--- config.mk ---
export PLATFORM = sky130hd
export DESIGN_NAME = dtc_core
export DESIGN_NICKNAME = d
export VERILOG_FILES = /design/src/design/dtc_core.v
export VERILOG_INCLUDE_DIRS = /design/src /design/src/design
export SDC_FILE = /design/constraint.sdc
export NUM_CORES = 1
export LEC_CHECK = 0
export ABC_AREA = 1
export BUFFER_PORTS_ARGS = -buffer_cell sky130_fd_sc_hd__buf_4
export CELL_PAD_IN_SITES_DETAIL_PLACEMENT = 0
export CELL_PAD_IN_SITES_GLOBAL_PLACEMENT = 2
export CORE_AREA = 2 2 156 158
export CTS_BUF_LIST = sky130_fd_sc_hd__clkbuf_8
export CTS_CLUSTER_DIAMETER = 40
export CTS_CLUSTER_SIZE = 10
export DETAILED_ROUTE_END_ITERATION = 12
export DIE_AREA = 0 0 158 160
export PLACE_DENSITY = 0.88
export RECOVER_POWER = 25
export SLEW_MARGIN = 5
export SYNTH_ARGS = -nofsm -noshare
export SYNTH_HDL_FRONTEND = slang
export SYNTH_SLANG_ARGS = --single-unit
export TNS_END_PERCENT = 1
--- constraint.sdc ---
create_clock -name mclk_i -period 6.8 [get_ports mclk_i]
set_input_delay 1.36 -clock mclk_i [delete_from_list [all_inputs] [get_ports mclk_i]]
set_output_delay 1.36 -clock mclk_i [all_outputs]
set_load 0.005 [all_outputs]
--- src/design/dtc_defines.vh ---
// constants for the dynamic termination control block
// assumes mclk at 25 MHz and a sampled command clock of 320 ns
`ifndef DTC_DEFINES_VH
`define DTC_DEFINES_VH

// ----------------------------------------
// register offsets
// ----------------------------------------
`define DTC_OFS_MODE_REG_ONE 4'h0
`define DTC_OFS_MODE_REG_TWO 4'h4
`define DTC_OFS_LATENCY 4'h8
`define DTC_OFS_STATUS 4'hc

// ----------------------------------------
// field positions and reset values
// ----------------------------------------
`define DTC_NOM_LSB 0
`define DTC_WR_LSB 0
`define DTC_CWL_LSB 0
`define DTC_AL_LSB 4
`define DTC_RST_NOM 3'h0
`define DTC_RST_WR 2'h0
`define DTC_RST_CWL 4'h5
`define DTC_RST_AL 4'h0

// ----------------------------------------
// timing
// ----------------------------------------
`define DTC_WL_OFFSET 2
`define DTC_CHOP_HOLD 4
`define DTC_FULL_HOLD 6
`define DTC_CK_PERIOD_NS 320
`define DTC_MCLK_PERIOD_NS 40
`define DTC_SKEW_MAX_TENTHS 7

// ----------------------------------------
// termination values in ohm
// ----------------------------------------
`define DTC_OHM_20 8'h14
`define DTC_OHM_30 8'h1e
`define DTC_OHM_40 8'h28
`define DTC_OHM_60 8'h3c
`define DTC_OHM_120 8'h78

`endif

--- src/design/dtc_core.v ---
// dynamic termination control: picks nominal or write termination strength
// assumes command clock, pin and write command come from outside mclk domain
//
// Decided for this implementation: the address map and the strobed register port.
`timescale 1ns/10ps
`include "dtc_defines.vh"

module dtc_core #(
  parameter HIST_DEPTH = 40,
  parameter CK_PERIOD_NS = `DTC_CK_PERIOD_NS
) (
  input wire mclk_i,
  input wire rst_i,
  input wire [3:0] addr_i,
  input wire [31:0] wdata_i,
  input wire wr_i,
  input wire rd_i,
  output reg [31:0] rdata_o,
  input wire cmd_clk_i,
  input wire termination_pin_i,
  input wire cmd_write_i,
  input wire cmd_chop_i,
  output reg term_on_o,
  output reg write_sel_o,
  output reg [7:0] term_ohms_o,
  output reg term_undefined_o,
  output reg code_reserved_o
);

  // undefined window after a change, longest time rounded down, at least one
  localparam integer SKEW_RAW =
    (CK_PERIOD_NS * `DTC_SKEW_MAX_TENTHS / 10) / `DTC_MCLK_PERIOD_NS;
  // the settle counter is four bits wide, so the window saturates at 15 mclk
  localparam integer SKEW_INT = (SKEW_RAW < 1) ? 1 : ((SKEW_RAW > 15) ? 15 : SKEW_RAW);
  localparam [3:0] SKEW_CYC = SKEW_INT[3:0];

  // latency offset and window lengths at the width of the latency sum
  localparam [4:0] WL_OFS = `DTC_WL_OFFSET;
  localparam [4:0] CHOP_LEN = `DTC_CHOP_HOLD;
  localparam [4:0] FULL_LEN = `DTC_FULL_HOLD;

  // ----------------------------------------
  // operating notes
  // ----------------------------------------
  // every link input crosses two flip-flops, so a command clock edge is seen
  // about two mclk late; pin, write and chop share that delay and stay aligned.
  // the controller must hold pin, write and chop steady around each rising
  // command clock edge, since they are sampled through the same delay.
  // the history must be deeper than the largest latency plus the full window,
  // otherwise late taps read zero and the write window is cut short.
  // the latency fields are used live; changing them while the link is busy
  // shifts every pending window, so software changes them only when idle.
  // a write that meets a pin-derived off state leaves termination off at zero ohm.
  // the write field at zero disables switching, so writes see nominal strength.
  // every change of state, off included, opens the settling window, during
  // which the applied strength must be treated as unknown by the far side.
  // reserved codes give zero ohm and raise the reserved flag; nothing else
  // about them is guarded here.
  // a latency sum below two clamps to zero rather than wrapping round.

  // ----------------------------------------
  // decode functions
  // ----------------------------------------

  // nominal field to ohm, zero for off or reserved
  function [7:0] nom_ohms;
    input [2:0] code;
    begin
      case (code)
        3'h1: nom_ohms = `DTC_OHM_60;
        3'h2: nom_ohms = `DTC_OHM_120;
        3'h3: nom_ohms = `DTC_OHM_40;
        3'h4: nom_ohms = `DTC_OHM_20;
        3'h5: nom_ohms = `DTC_OHM_30;
        default: nom_ohms = 8'h00;
      endcase
    end
  endfunction

  // write field to ohm, zero for no switching or reserved
  function [7:0] wr_ohms;
    input [1:0] code;
    begin
      case (code)
        2'h1: wr_ohms = `DTC_OHM_60;
        2'h2: wr_ohms = `DTC_OHM_120;
        default: wr_ohms = 8'h00;
      endcase
    end
  endfunction

  // register decode, one-hot: mode one, mode two, latency, status
  function [3:0] reg_hit;
    input [3:0] a;
    begin
      if (a == `DTC_OFS_MODE_REG_ONE) begin
        reg_hit = 4'h1;
      end else if (a == `DTC_OFS_MODE_REG_TWO) begin
        reg_hit = 4'h2;
      end else if (a == `DTC_OFS_LATENCY) begin
        reg_hit = 4'h4;
      end else if (a == `DTC_OFS_STATUS) begin
        reg_hit = 4'h8;
      end else begin
        reg_hit = 4'h0;
      end
    end
  endfunction

  // reserved nominal codes, 110 and 111
  function nom_bad;
    input [2:0] code;
    begin
      nom_bad = code[2] & code[1];
    end
  endfunction

  // reserved write code, 11
  function wr_bad;
    input [1:0] code;
    begin
      wr_bad = &code;
    end
  endfunction

  // ----------------------------------------
  // registers
  // ----------------------------------------
  // register map, fields in the low bits, upper bits read zero:
  //   mode one  nominal strength code, three bits
  //   mode two  write strength code, two bits
  //   latency   column write latency in [3:0], additive latency in [7:4]
  //   status    ohms [7:0], on [8], write strength [9], settling [10], reserved [11]
  reg [2:0] nom_code_r;
  reg [1:0] wr_code_r;
  reg [3:0] cwl_r;
  reg [3:0] al_r;

  // software writes to the mode fields and latencies
  always @(posedge mclk_i) begin
    if (rst_i) begin
      nom_code_r <= `DTC_RST_NOM;
      wr_code_r <= `DTC_RST_WR;
      cwl_r <= `DTC_RST_CWL;
      al_r <= `DTC_RST_AL;
    end else if (wr_i) begin
      if (reg_hit(addr_i) == 4'h1) begin
        nom_code_r <= wdata_i[`DTC_NOM_LSB +: 3];
      end else if (reg_hit(addr_i) == 4'h2) begin
        wr_code_r <= wdata_i[`DTC_WR_LSB +: 2];
      end else if (reg_hit(addr_i) == 4'h4) begin
        cwl_r <= wdata_i[`DTC_CWL_LSB +: 4];
        al_r <= wdata_i[`DTC_AL_LSB +: 4];
      end
    end
  end

  // read data in the cycle after the strobe, zero otherwise
  always @(posedge mclk_i) begin
    if (rst_i) begin
      rdata_o <= 32'h0;
    end else if (rd_i) begin
      if (reg_hit(addr_i) == 4'h1) begin
        rdata_o <= {29'h0, nom_code_r};
      end else if (reg_hit(addr_i) == 4'h2) begin
        rdata_o <= {30'h0, wr_code_r};
      end else if (reg_hit(addr_i) == 4'h4) begin
        rdata_o <= {24'h0, al_r, cwl_r};
      end else if (reg_hit(addr_i) == 4'h8) begin
        rdata_o <= {20'h0, code_reserved_o, term_undefined_o, write_sel_o,
                    term_on_o, term_ohms_o};
      end else begin
        rdata_o <= 32'h0;
      end
    end else begin
      rdata_o <= 32'h0;
    end
  end

  // ----------------------------------------
  // link sampling
  // ----------------------------------------
  reg ck_prev_r;
  wire [3:0] link_raw;
  wire [3:0] link_s;

  // bit order of the sampled link vector
  assign link_raw = {cmd_chop_i, cmd_write_i, termination_pin_i, cmd_clk_i};

  // two flip-flops per link input; logic reads only the second
  genvar s;
  generate
    for (s = 0; s < 4; s = s + 1) begin : g_sync
      reg meta_r;
      reg sync_r;
      always @(posedge mclk_i) begin
        if (rst_i) begin
          meta_r <= 1'b0;
          sync_r <= 1'b0;
        end else begin
          meta_r <= link_raw[s];
          sync_r <= meta_r;
        end
      end
      assign link_s[s] = sync_r;
    end
  endgenerate

  // previous synchronised command clock for edge finding
  always @(posedge mclk_i) begin
    if (rst_i) begin
      ck_prev_r <= 1'b0;
    end else begin
      ck_prev_r <= link_s[0];
    end
  end

  // one-cycle enable on each rising command clock edge
  wire tick = link_s[0] & ~ck_prev_r;
  wire pin_s = link_s[1];
  wire wr_s = link_s[2];
  wire chop_s = link_s[3];

  // ----------------------------------------
  // latency and history
  // ----------------------------------------
  wire [4:0] wl = {1'b0, cwl_r} + {1'b0, al_r};
  // turn-on, turn-off and switch latencies are all write latency minus two
  wire [4:0] lat_nxt = (wl < WL_OFS) ? 5'h0 : wl - WL_OFS;
  wire dyn_en = |wr_code_r;
  reg [4:0] lat_r;

  // latency held in a flip-flop so the tap compares start from a register
  always @(posedge mclk_i) begin
    if (rst_i) begin
      lat_r <= 5'h0;
    end else begin
      lat_r <= lat_nxt;
    end
  end

  reg [HIST_DEPTH-1:0] pin_hist_r;
  reg [HIST_DEPTH-1:0] chop_hist_r;
  reg [HIST_DEPTH-1:0] full_hist_r;
  wire [HIST_DEPTH-1:0] pin_new = {pin_hist_r[HIST_DEPTH-2:0], pin_s};
  // every write variant counts, auto-precharge or not, chop picks the length
  wire [HIST_DEPTH-1:0] chop_new = {chop_hist_r[HIST_DEPTH-2:0], wr_s & chop_s};
  wire [HIST_DEPTH-1:0] full_new = {full_hist_r[HIST_DEPTH-2:0], wr_s & ~chop_s};

  // shift pin and write history once per command clock
  always @(posedge mclk_i) begin
    if (rst_i) begin
      pin_hist_r <= {HIST_DEPTH{1'b0}};
      chop_hist_r <= {HIST_DEPTH{1'b0}};
      full_hist_r <= {HIST_DEPTH{1'b0}};
    end else if (tick) begin
      pin_hist_r <= pin_new;
      chop_hist_r <= chop_new;
      full_hist_r <= full_new;
    end
  end

  // ----------------------------------------
  // termination decision
  // ----------------------------------------
  reg on_nxt;
  reg wsel_nxt;
  reg [7:0] ohms_nxt;
  wire [HIST_DEPTH-1:0] chop_win;
  wire [HIST_DEPTH-1:0] full_win;

  // one window test per history tap; tap g holds the write sampled g ticks ago
  genvar g;
  generate
    for (g = 0; g < HIST_DEPTH; g = g + 1) begin : g_tap
      localparam [6:0] TAP = g;
      wire [6:0] lo = {2'h0, lat_r};
      assign chop_win[g] = chop_new[g] & (TAP >= lo) &
                           (TAP < lo + {2'h0, CHOP_LEN});
      assign full_win[g] = full_new[g] & (TAP >= lo) &
                           (TAP < lo + {2'h0, FULL_LEN});
    end
  endgenerate

  // pin delayed by the latency sets on/off; an open write window selects strength
  always @* begin
    on_nxt = pin_new[lat_r];
    wsel_nxt = (|chop_win) | (|full_win);
    wsel_nxt = wsel_nxt & dyn_en;
    // nominal strength when on and no write window is open, zero ohm when off
    if (!on_nxt) begin
      ohms_nxt = 8'h00;
    end else if (wsel_nxt) begin
      ohms_nxt = wr_ohms(wr_code_r);
    end else begin
      ohms_nxt = nom_ohms(nom_code_r);
    end
  end

  // ----------------------------------------
  // outputs and change window
  // ----------------------------------------
  reg [3:0] skew_cnt_r;
  wire change = tick & ((on_nxt != term_on_o) | (ohms_nxt != term_ohms_o) |
                        ((wsel_nxt & on_nxt) != write_sel_o));

  // update the termination state on each command clock edge
  always @(posedge mclk_i) begin
    if (rst_i) begin
      term_on_o <= 1'b0;
      write_sel_o <= 1'b0;
      term_ohms_o <= 8'h00;
    end else if (tick) begin
      term_on_o <= on_nxt;
      write_sel_o <= wsel_nxt & on_nxt;
      term_ohms_o <= ohms_nxt;
    end
  end

  // value is undefined for the settling time after any change
  always @(posedge mclk_i) begin
    if (rst_i) begin
      skew_cnt_r <= 4'h0;
      term_undefined_o <= 1'b0;
    end else if (change) begin
      skew_cnt_r <= SKEW_CYC;
      term_undefined_o <= 1'b1;
    end else begin
      if (skew_cnt_r != 4'h0) begin
        skew_cnt_r <= skew_cnt_r - 4'h1;
      end
      term_undefined_o <= (skew_cnt_r > 4'h1);
    end
  end

  // flags a reserved code in either field
  always @(posedge mclk_i) begin
    if (rst_i) begin
      code_reserved_o <= 1'b0;
    end else begin
      code_reserved_o <= nom_bad(nom_code_r) | wr_bad(wr_code_r);
    end
  end

endmodule

# After elaboration in Yosys (flattened, before gate mapping)
# Cells that the tools add are included.
dict set report totals {
  reg_bits 184
  latchBits 0
  mem_bits_rw 0
  rom_bits 0
  elab_cells 409
  mem_count 0
}
dict set report classes {
  addsub 5
  n_mul 0
  div_mod_pow 0
  order_cmp 123
  n_eq_ne 20
  shifts 0
  n_mux 40
  bitwise_logic 177
  reduce_logical 16
}
# operator count
set ops {}
lappend ops {{$lt 5x7->1 const A} 32}
lappend ops {{$and 1x1->1} 167}
lappend ops {{$lt 4x7->1 const A} 16}
lappend ops {{$mux 4} 27}
lappend ops {{$lt 6x7->1 const A} 14}
lappend ops {{$ge 5x5->1 const A} 16}
lappend ops {{$reduce_or 40->1} 2}
lappend ops {{$lt 3x7->1 const A} 8}
lappend ops {{$ge 6x5->1 const A} 8}
lappend ops {{$ge 4x5->1 const A} 8}
lappend ops {{$pmux 7 s5} 1}
lappend ops {{$mux 8} 4}
lappend ops {{$lt 1x7->1 const A} 4}
lappend ops {{$lt 2x7->1 const A} 4}
lappend ops {{$ge 3x5->1 const A} 4}
lappend ops {{$pmux 7 s2} 1}
lappend ops {{$add 5x3->6 const B} 2}
lappend ops {{$eq 4x3->1 const B} 3}
lappend ops {{$eq 4x4->1 const B} 3}
lappend ops {{$lt 6x6->1 const A} 2}
lappend ops {{$mux 3} 4}
lappend ops {{$ge 1x5->1 const A} 2}
lappend ops {{$ge 2x5->1 const A} 2}
lappend ops {{$eq 4x1->1 const B} 2}
lappend ops {{other kinds (28)} 45}

# Depth between registers and ports, before layout
dict set report depth {
  depth_word 27
  mapped_depth 27
}

# Worst setup path after synthesis
# No wires, ideal clock.
dict set report synth_path {
  path_kind {reg-to-reg}
  from {reg lat_r[2]}
  to {reg skew_cnt_r[1]}
  setup_time_ps 115
  t_arrival_ps 2831
  setup_slack_ps 3854
  stages_incl_launch_ff 23
  n_path_buf 1
  synth_period_minus_slack_ps 2946
  path_cell_list {dfxtp_1 -> clkinv_1 -> ha_1 -> clkbuf_1 -> nand3_1 -> o21ai_0 -> nand2_1 -> nor2_1 -> nand2_1 -> nand2_1 -> nand2_1 -> nor2_2 -> nand3_4 -> nand2_2 -> nand2_1 -> nand3_1 -> nand2_1 -> nand2_1 -> nor2_1 -> nand3_1 -> nand2_2 -> nand2_1 -> nor2_1}
}
dict set report synth_via {
  elab_chain_cells 13
  elab_cells_between_ends 298
}
# element line_no
set synth_rtl {}
lappend synth_rtl {{start, declared} dtc_core.v:231} ;# reg [4:0] lat_r;
lappend synth_rtl {{start signal, assigned} dtc_core.v:238} ;# lat_r <= lat_nxt;
lappend synth_rtl {{$add 5x3->6 (tied with other cells)} dtc_core.v:279} ;# (TAP < lo + {2'h0, CHOP_LEN});
lappend synth_rtl {{$lt 1x7->1 (tied with other cells)} dtc_core.v:279}
lappend synth_rtl {{$and 1x1->1 (on tied branches)} {dtc_core.v:278, dtc_core.v:280}}
lappend synth_rtl {{$reduce_or 40->1} dtc_core.v:288} ;# wsel_nxt = (|chop_win) | (|full_win);
lappend synth_rtl {{$or 1x1->1} dtc_core.v:288}
lappend synth_rtl {{$and 1x1->1} dtc_core.v:289} ;# wsel_nxt = wsel_nxt & dyn_en;
lappend synth_rtl {{$mux 8} dtc_core.v:293} ;# end else if (wsel_nxt) begin
lappend synth_rtl {{$mux 8} dtc_core.v:291} ;# if (!on_nxt) begin
lappend synth_rtl {{$ne 8x8->1} dtc_core.v:304} ;# wire change = tick & ((on_nxt != term_on_o) | (ohms_nxt != term_ohms_o) |
lappend synth_rtl {{$or 1x1->1} dtc_core.v:304}
lappend synth_rtl {{$or 1x1->1 *} dtc_core.v:304}
lappend synth_rtl {{$and 1x1->1 *} dtc_core.v:304}
lappend synth_rtl {{$reduce_or 2->1 (no source line) *} n/a}
lappend synth_rtl {{end signal, assigned} dtc_core.v:330} ;# skew_cnt_r <= skew_cnt_r - 4'h1;
lappend synth_rtl {{end, declared} dtc_core.v:303} ;# reg [3:0] skew_cnt_r;
# Mark *: on every way between the ends. The rest lies on a longest branch, timed or not. The select of a mux whose other input is x is not followed.
# A chain may end at the register's enable or synchronous reset.

# Worst setup path in the final report
dict set report layout_path {
  from {reg lat_r[2]}
  to {reg skew_cnt_r[3]}
}
# Same word-level chain as after synthesis.

==> results.tsv <==
metric	value	unit
outcome	complete, but fails checks	
violated checks	max-capacitance violations, max-slew violations	
family of cells with the greatest summed delay on the critical path	simple AND/OR/NAND/NOR gates	
Pins Over Slew Limit	73	
flip-flop cell with the highest count after synthesis	sky130_fd_sc_hd__dfxtp_1	
total of endpoints with negative setup slack in the final report	0	
portion of total power attributed to combinational logic	16.4	%
number of buffers added for setup after CTS	0	
Yosys Warn Count	0	
PortBufs	41	
busiest layer in global routing	met2	
crit path cell chain	clkinv_1, ha_1, inv_1, nand2_1, nor2_4, nand2_1, nand3_1, nand2_1, nor2_1, nand2_1, nand2_1, nand2_1, nor2_2, nand3_4, nand3_2, nand3_1, nand2_1, nand2_1, nor2_1, nand3_1, nand2_2, nand2_1, nor2_1	
net switching power	710	uW
count of nets left with antenna violations after detail routing	0	
IO Count	88	
CTS tree	done	
number of hold buffers added after cts	0	
number of library cell types mapped by synthesis	47	
synthesized instance count	1271	
buffer type at the clock tree root	sky130_fd_sc_hd__clkbuf_8	
power density of the placed cells	224	mW/mm^2
HPWL after DPL	17100	um
proportion of layout cells with a drive suffix above 1	9.08	%
Pint	1.39	mW
Leakage	4.11	nW
post-route fraction of the period consumed by the critical path	70.0	%
via count of the first global-routing pass	7202	
number of max-cap violations	1	
height of the chip	160	um
async set-reset flop share out of synthesis	0	%
maximum number of pins on one net before global-route repair	99	
fraction of met3 tracks used by global routing	3.15	%
Crit. End Element	flop	
maximum vdd ir drop	0.000130	V
Clk pwr share	34.1	%
# rows	57	
Initial DRC Count	579	
placed insts	1581	
CTS clock-pin slew for the worst setup and hold paths	0.10	ns
Layout Skew	0.0277	ns
clock latency of the later-clocked register in the worst-skew pair	0.49	ns
post-layout min period	4.76	ns
number of flops mapped to enable cells by yosys	0	
count of fill cells added during filler insertion	2642	
Achievable Freq	0.210	GHz
sequential element share of the synthesized area	37.8	%
Avg Synthesized Cell Area	6.75	um^2
peak fanout along the critical path	17	
synthesis-to-layout area growth	9.39	%
number of remaining DRC errors	0	
most frequent cell on the critical path	sky130_fd_sc_hd__nand2_1	
setup repair after global routing missed its margin	no	
Via density	4.95	
required time of the critical path	7.21	ns
global routing met1 resource utilization	27.4	%
path type of the worst setup path	flop to flop	
Final Core Density	39.4	%
number of antenna violations at the first check in global routing	0	
pre-CTS setup slack	2.16	ns
critical path startpoint category	flop	
diodes inserted	0	
core area	0.0238	mm^2
cell area after synthesis	0.00858	mm^2
post-DR wirelength/cell	15.2	um
hold violation total from the final report	0	
Hold Crit Class	flop to flop	
total number of vias	7980	
pin slew with the least headroom to its limit	1.86	ns
relative contribution of sequential cells to total power	49.5	%
highest-delay cell along the critical path	sky130_fd_sc_hd__dfxtp_1	
Global Route Usage Sum	19.6	%
count of buffer and inverter cells on the critical path	2	
final net count	1346	
die extent in x	158	um
signal arrival time at the worst endpoint	5.17	ns
share of total power consumed by net switching	33.8	%
area of the die	0.0253	mm^2
Design Power	2.10	mW
First-pass DRT Iterations	7	
non-filler cells, final	1613	
largest incremental delay on the critical path	0.81	ns
met2 capacity usage during global routing	31.1	%
setup total negative slack	0	ns
CTS-repair resized insts	0	
CTS H-tree lvls	4	
global-route wire length before repair	39000	um
number of buffers between clock root and the deepest sink	2	
remaining max-slew budget at the tightest pin	-24.2	%
Routability Congestion	0.918	
final setup margin	2.04	ns
DRT Wirelength	24500	um
starting density of the core	36.0	%
post-synthesis register bit count	162	
TritonCTS buffer count	17	
remaining global-route overflow	0	
clock net sink count	162	
==> sequential cells by signal, indices dropped and copies added (netlist names), 5 cells and up <==
register,cells
full_hist_r,39
pin_hist_r,31
rdata_o,12
lat_r,5
term_ohms_o,6
chop_hist_r,39
==> final timing paths <==
path / startpoint / to / slack (ns) / cells past startpoint
worst max register to register: lat_r[2] / skew_cnt_r[3] / 2.04 / 23
worst min-delay path: g_sync[1].meta_r / g_sync[1].sync_r / 0.41 / 2
worst min register to register: g_sync[1].meta_r / g_sync[1].sync_r / 0.41 / 2
worst max-delay path: lat_r[2] / skew_cnt_r[3] / 2.04 / 23
==> metal layers <==
layer | up-vias | share of wire (%)
met3 | 32 | 3.5
li1 | 4106 | -
met1 | 3681 | 49
met4 | 0 | 1.8
met5 | - | 0
met2 | 161 | 46
==> worst min-delay path, cell delays in order, from the launching register on <==
cell,delay (ns)
sky130_fd_sc_hd__dfxtp_1,0.31
sky130_fd_sc_hd__inv_1,0.04
sky130_fd_sc_hd__nor2_1,0.03
==> kinds of logic (layout without fill, tap and decap cells) <==
logic type,after synthesis,in the layout,synth area share [%]
simple gates,568,568,28.9
compound gates,297,297,18.1
buf+inv,212,209,10.7
flops,162,162,37.8
fa+ha+maj,26,26,3.88
xor+xnor,5,5,0.510
other cells,1,22,0.0437
==> final cells by class <==
| class | instances | area (um^2) | share of cell area (%) |
|---|---|---|---|
| clock buffers | 17 | 234 | 2.49 |
| clock inverters | 15 | 169 | 1.80 |
| repair buffers | 47 | 342 | 3.64 |
| multi-input cells | 918 | 4500 | 48.0 |
| flip-flops and latches | 162 | 3240 | 34.6 |
| well taps | 324 | 405 | 4.32 |
| inverters | 130 | 488 | 5.20 |
==> power groups by stage <==
stage	Clock (mW)	Sequential, mW	Combinational, mW
6_report	0.718	1.04	0.345
5_1_grt	0.778	1.05	0.391
4_1_cts	0.743	1.04	0.348
3_5_place_dp	0	1.06	0.346
3_3_place_gp	0	1.06	0.344
2_1_floorplan	0	1.05	0.267
==> metrics by stage <==
stage | area [um^2] | hold slack [ns]
6_report | 9390 | 0.406
5_1_grt | 9390 | 0.428
4_1_cts | 9400 | 0.409
3_5_place_dp | 8990 | 0.394
3_3_place_gp | 8990 | 0.391
2_1_floorplan | 8660 | 0.388
==> cells in the mapped netlist, types with 2 or more instances <==
cell,n,area [um^2]
sky130_fd_sc_hd__nand2_1,219,822
sky130_fd_sc_hd__nand2_4,4,45.0
sky130_fd_sc_hd__clkbuf_1,42,158
sky130_fd_sc_hd__xor2_1,5,43.8
sky130_fd_sc_hd__a21boi_0,2,15.0
sky130_fd_sc_hd__o211ai_1,2,15.0
sky130_fd_sc_hd__o2111ai_1,2,17.5
sky130_fd_sc_hd__buf_4,27,203
sky130_fd_sc_hd__clkinv_1,2,7.51
sky130_fd_sc_hd__dfxtp_1,162,3240
sky130_fd_sc_hd__o21ai_1,2,10.0
sky130_fd_sc_hd__a221oi_1,2,17.5
sky130_fd_sc_hd__inv_2,5,18.8
sky130_fd_sc_hd__nor2_4,4,45.0
sky130_fd_sc_hd__o21a_1,2,15.0
sky130_fd_sc_hd__nor2_2,8,50.1
sky130_fd_sc_hd__a41oi_1,2,17.5
sky130_fd_sc_hd__nand2_2,11,68.8
sky130_fd_sc_hd__nand3b_1,2,15.0
sky130_fd_sc_hd__a31oi_1,2,12.5
sky130_fd_sc_hd__buf_2,11,55.1
sky130_fd_sc_hd__o21ai_0,151,756
sky130_fd_sc_hd__nand3_1,77,385
sky130_fd_sc_hd__ha_1,25,313
sky130_fd_sc_hd__o31ai_1,2,15.0
sky130_fd_sc_hd__a22oi_1,2,15.0
sky130_fd_sc_hd__nand4_1,25,156
sky130_fd_sc_hd__nand3_2,4,40.0
sky130_fd_sc_hd__a21oi_1,122,611
sky130_fd_sc_hd__inv_1,123,462
sky130_fd_sc_hd__nor2_1,201,754
sky130_fd_sc_hd__nor3_1,6,30.0
==> layout by cell type (no fill, tap or decap), types with 3 or more instances in the layout <==
cell type	netlist	final
sky130_fd_sc_hd__ha_1	25	25
sky130_fd_sc_hd__conb_1	1	22
sky130_fd_sc_hd__nor2_4	4	5
sky130_fd_sc_hd__nor3_1	6	6
sky130_fd_sc_hd__o21ai_0	151	151
sky130_fd_sc_hd__nand3_2	4	4
sky130_fd_sc_hd__inv_1	123	123
sky130_fd_sc_hd__nor2_1	201	200
sky130_fd_sc_hd__inv_8	0	5
sky130_fd_sc_hd__nor2_2	8	8
sky130_fd_sc_hd__clkinv_4	0	4
sky130_fd_sc_hd__clkinv_8	0	4
sky130_fd_sc_hd__clkbuf_1	42	3
sky130_fd_sc_hd__xor2_1	5	5
sky130_fd_sc_hd__clkbuf_4	0	14
sky130_fd_sc_hd__a21oi_1	122	122
sky130_fd_sc_hd__buf_4	27	30
sky130_fd_sc_hd__nand2_4	4	4
sky130_fd_sc_hd__nand3_1	77	77
sky130_fd_sc_hd__nand2_1	219	219
sky130_fd_sc_hd__clkbuf_8	0	17
sky130_fd_sc_hd__nand2_2	11	11
sky130_fd_sc_hd__nand4_1	25	25
sky130_fd_sc_hd__dfxtp_1	162	162
sky130_fd_sc_hd__inv_2	5	5
(Power assumes the default switching activity.)
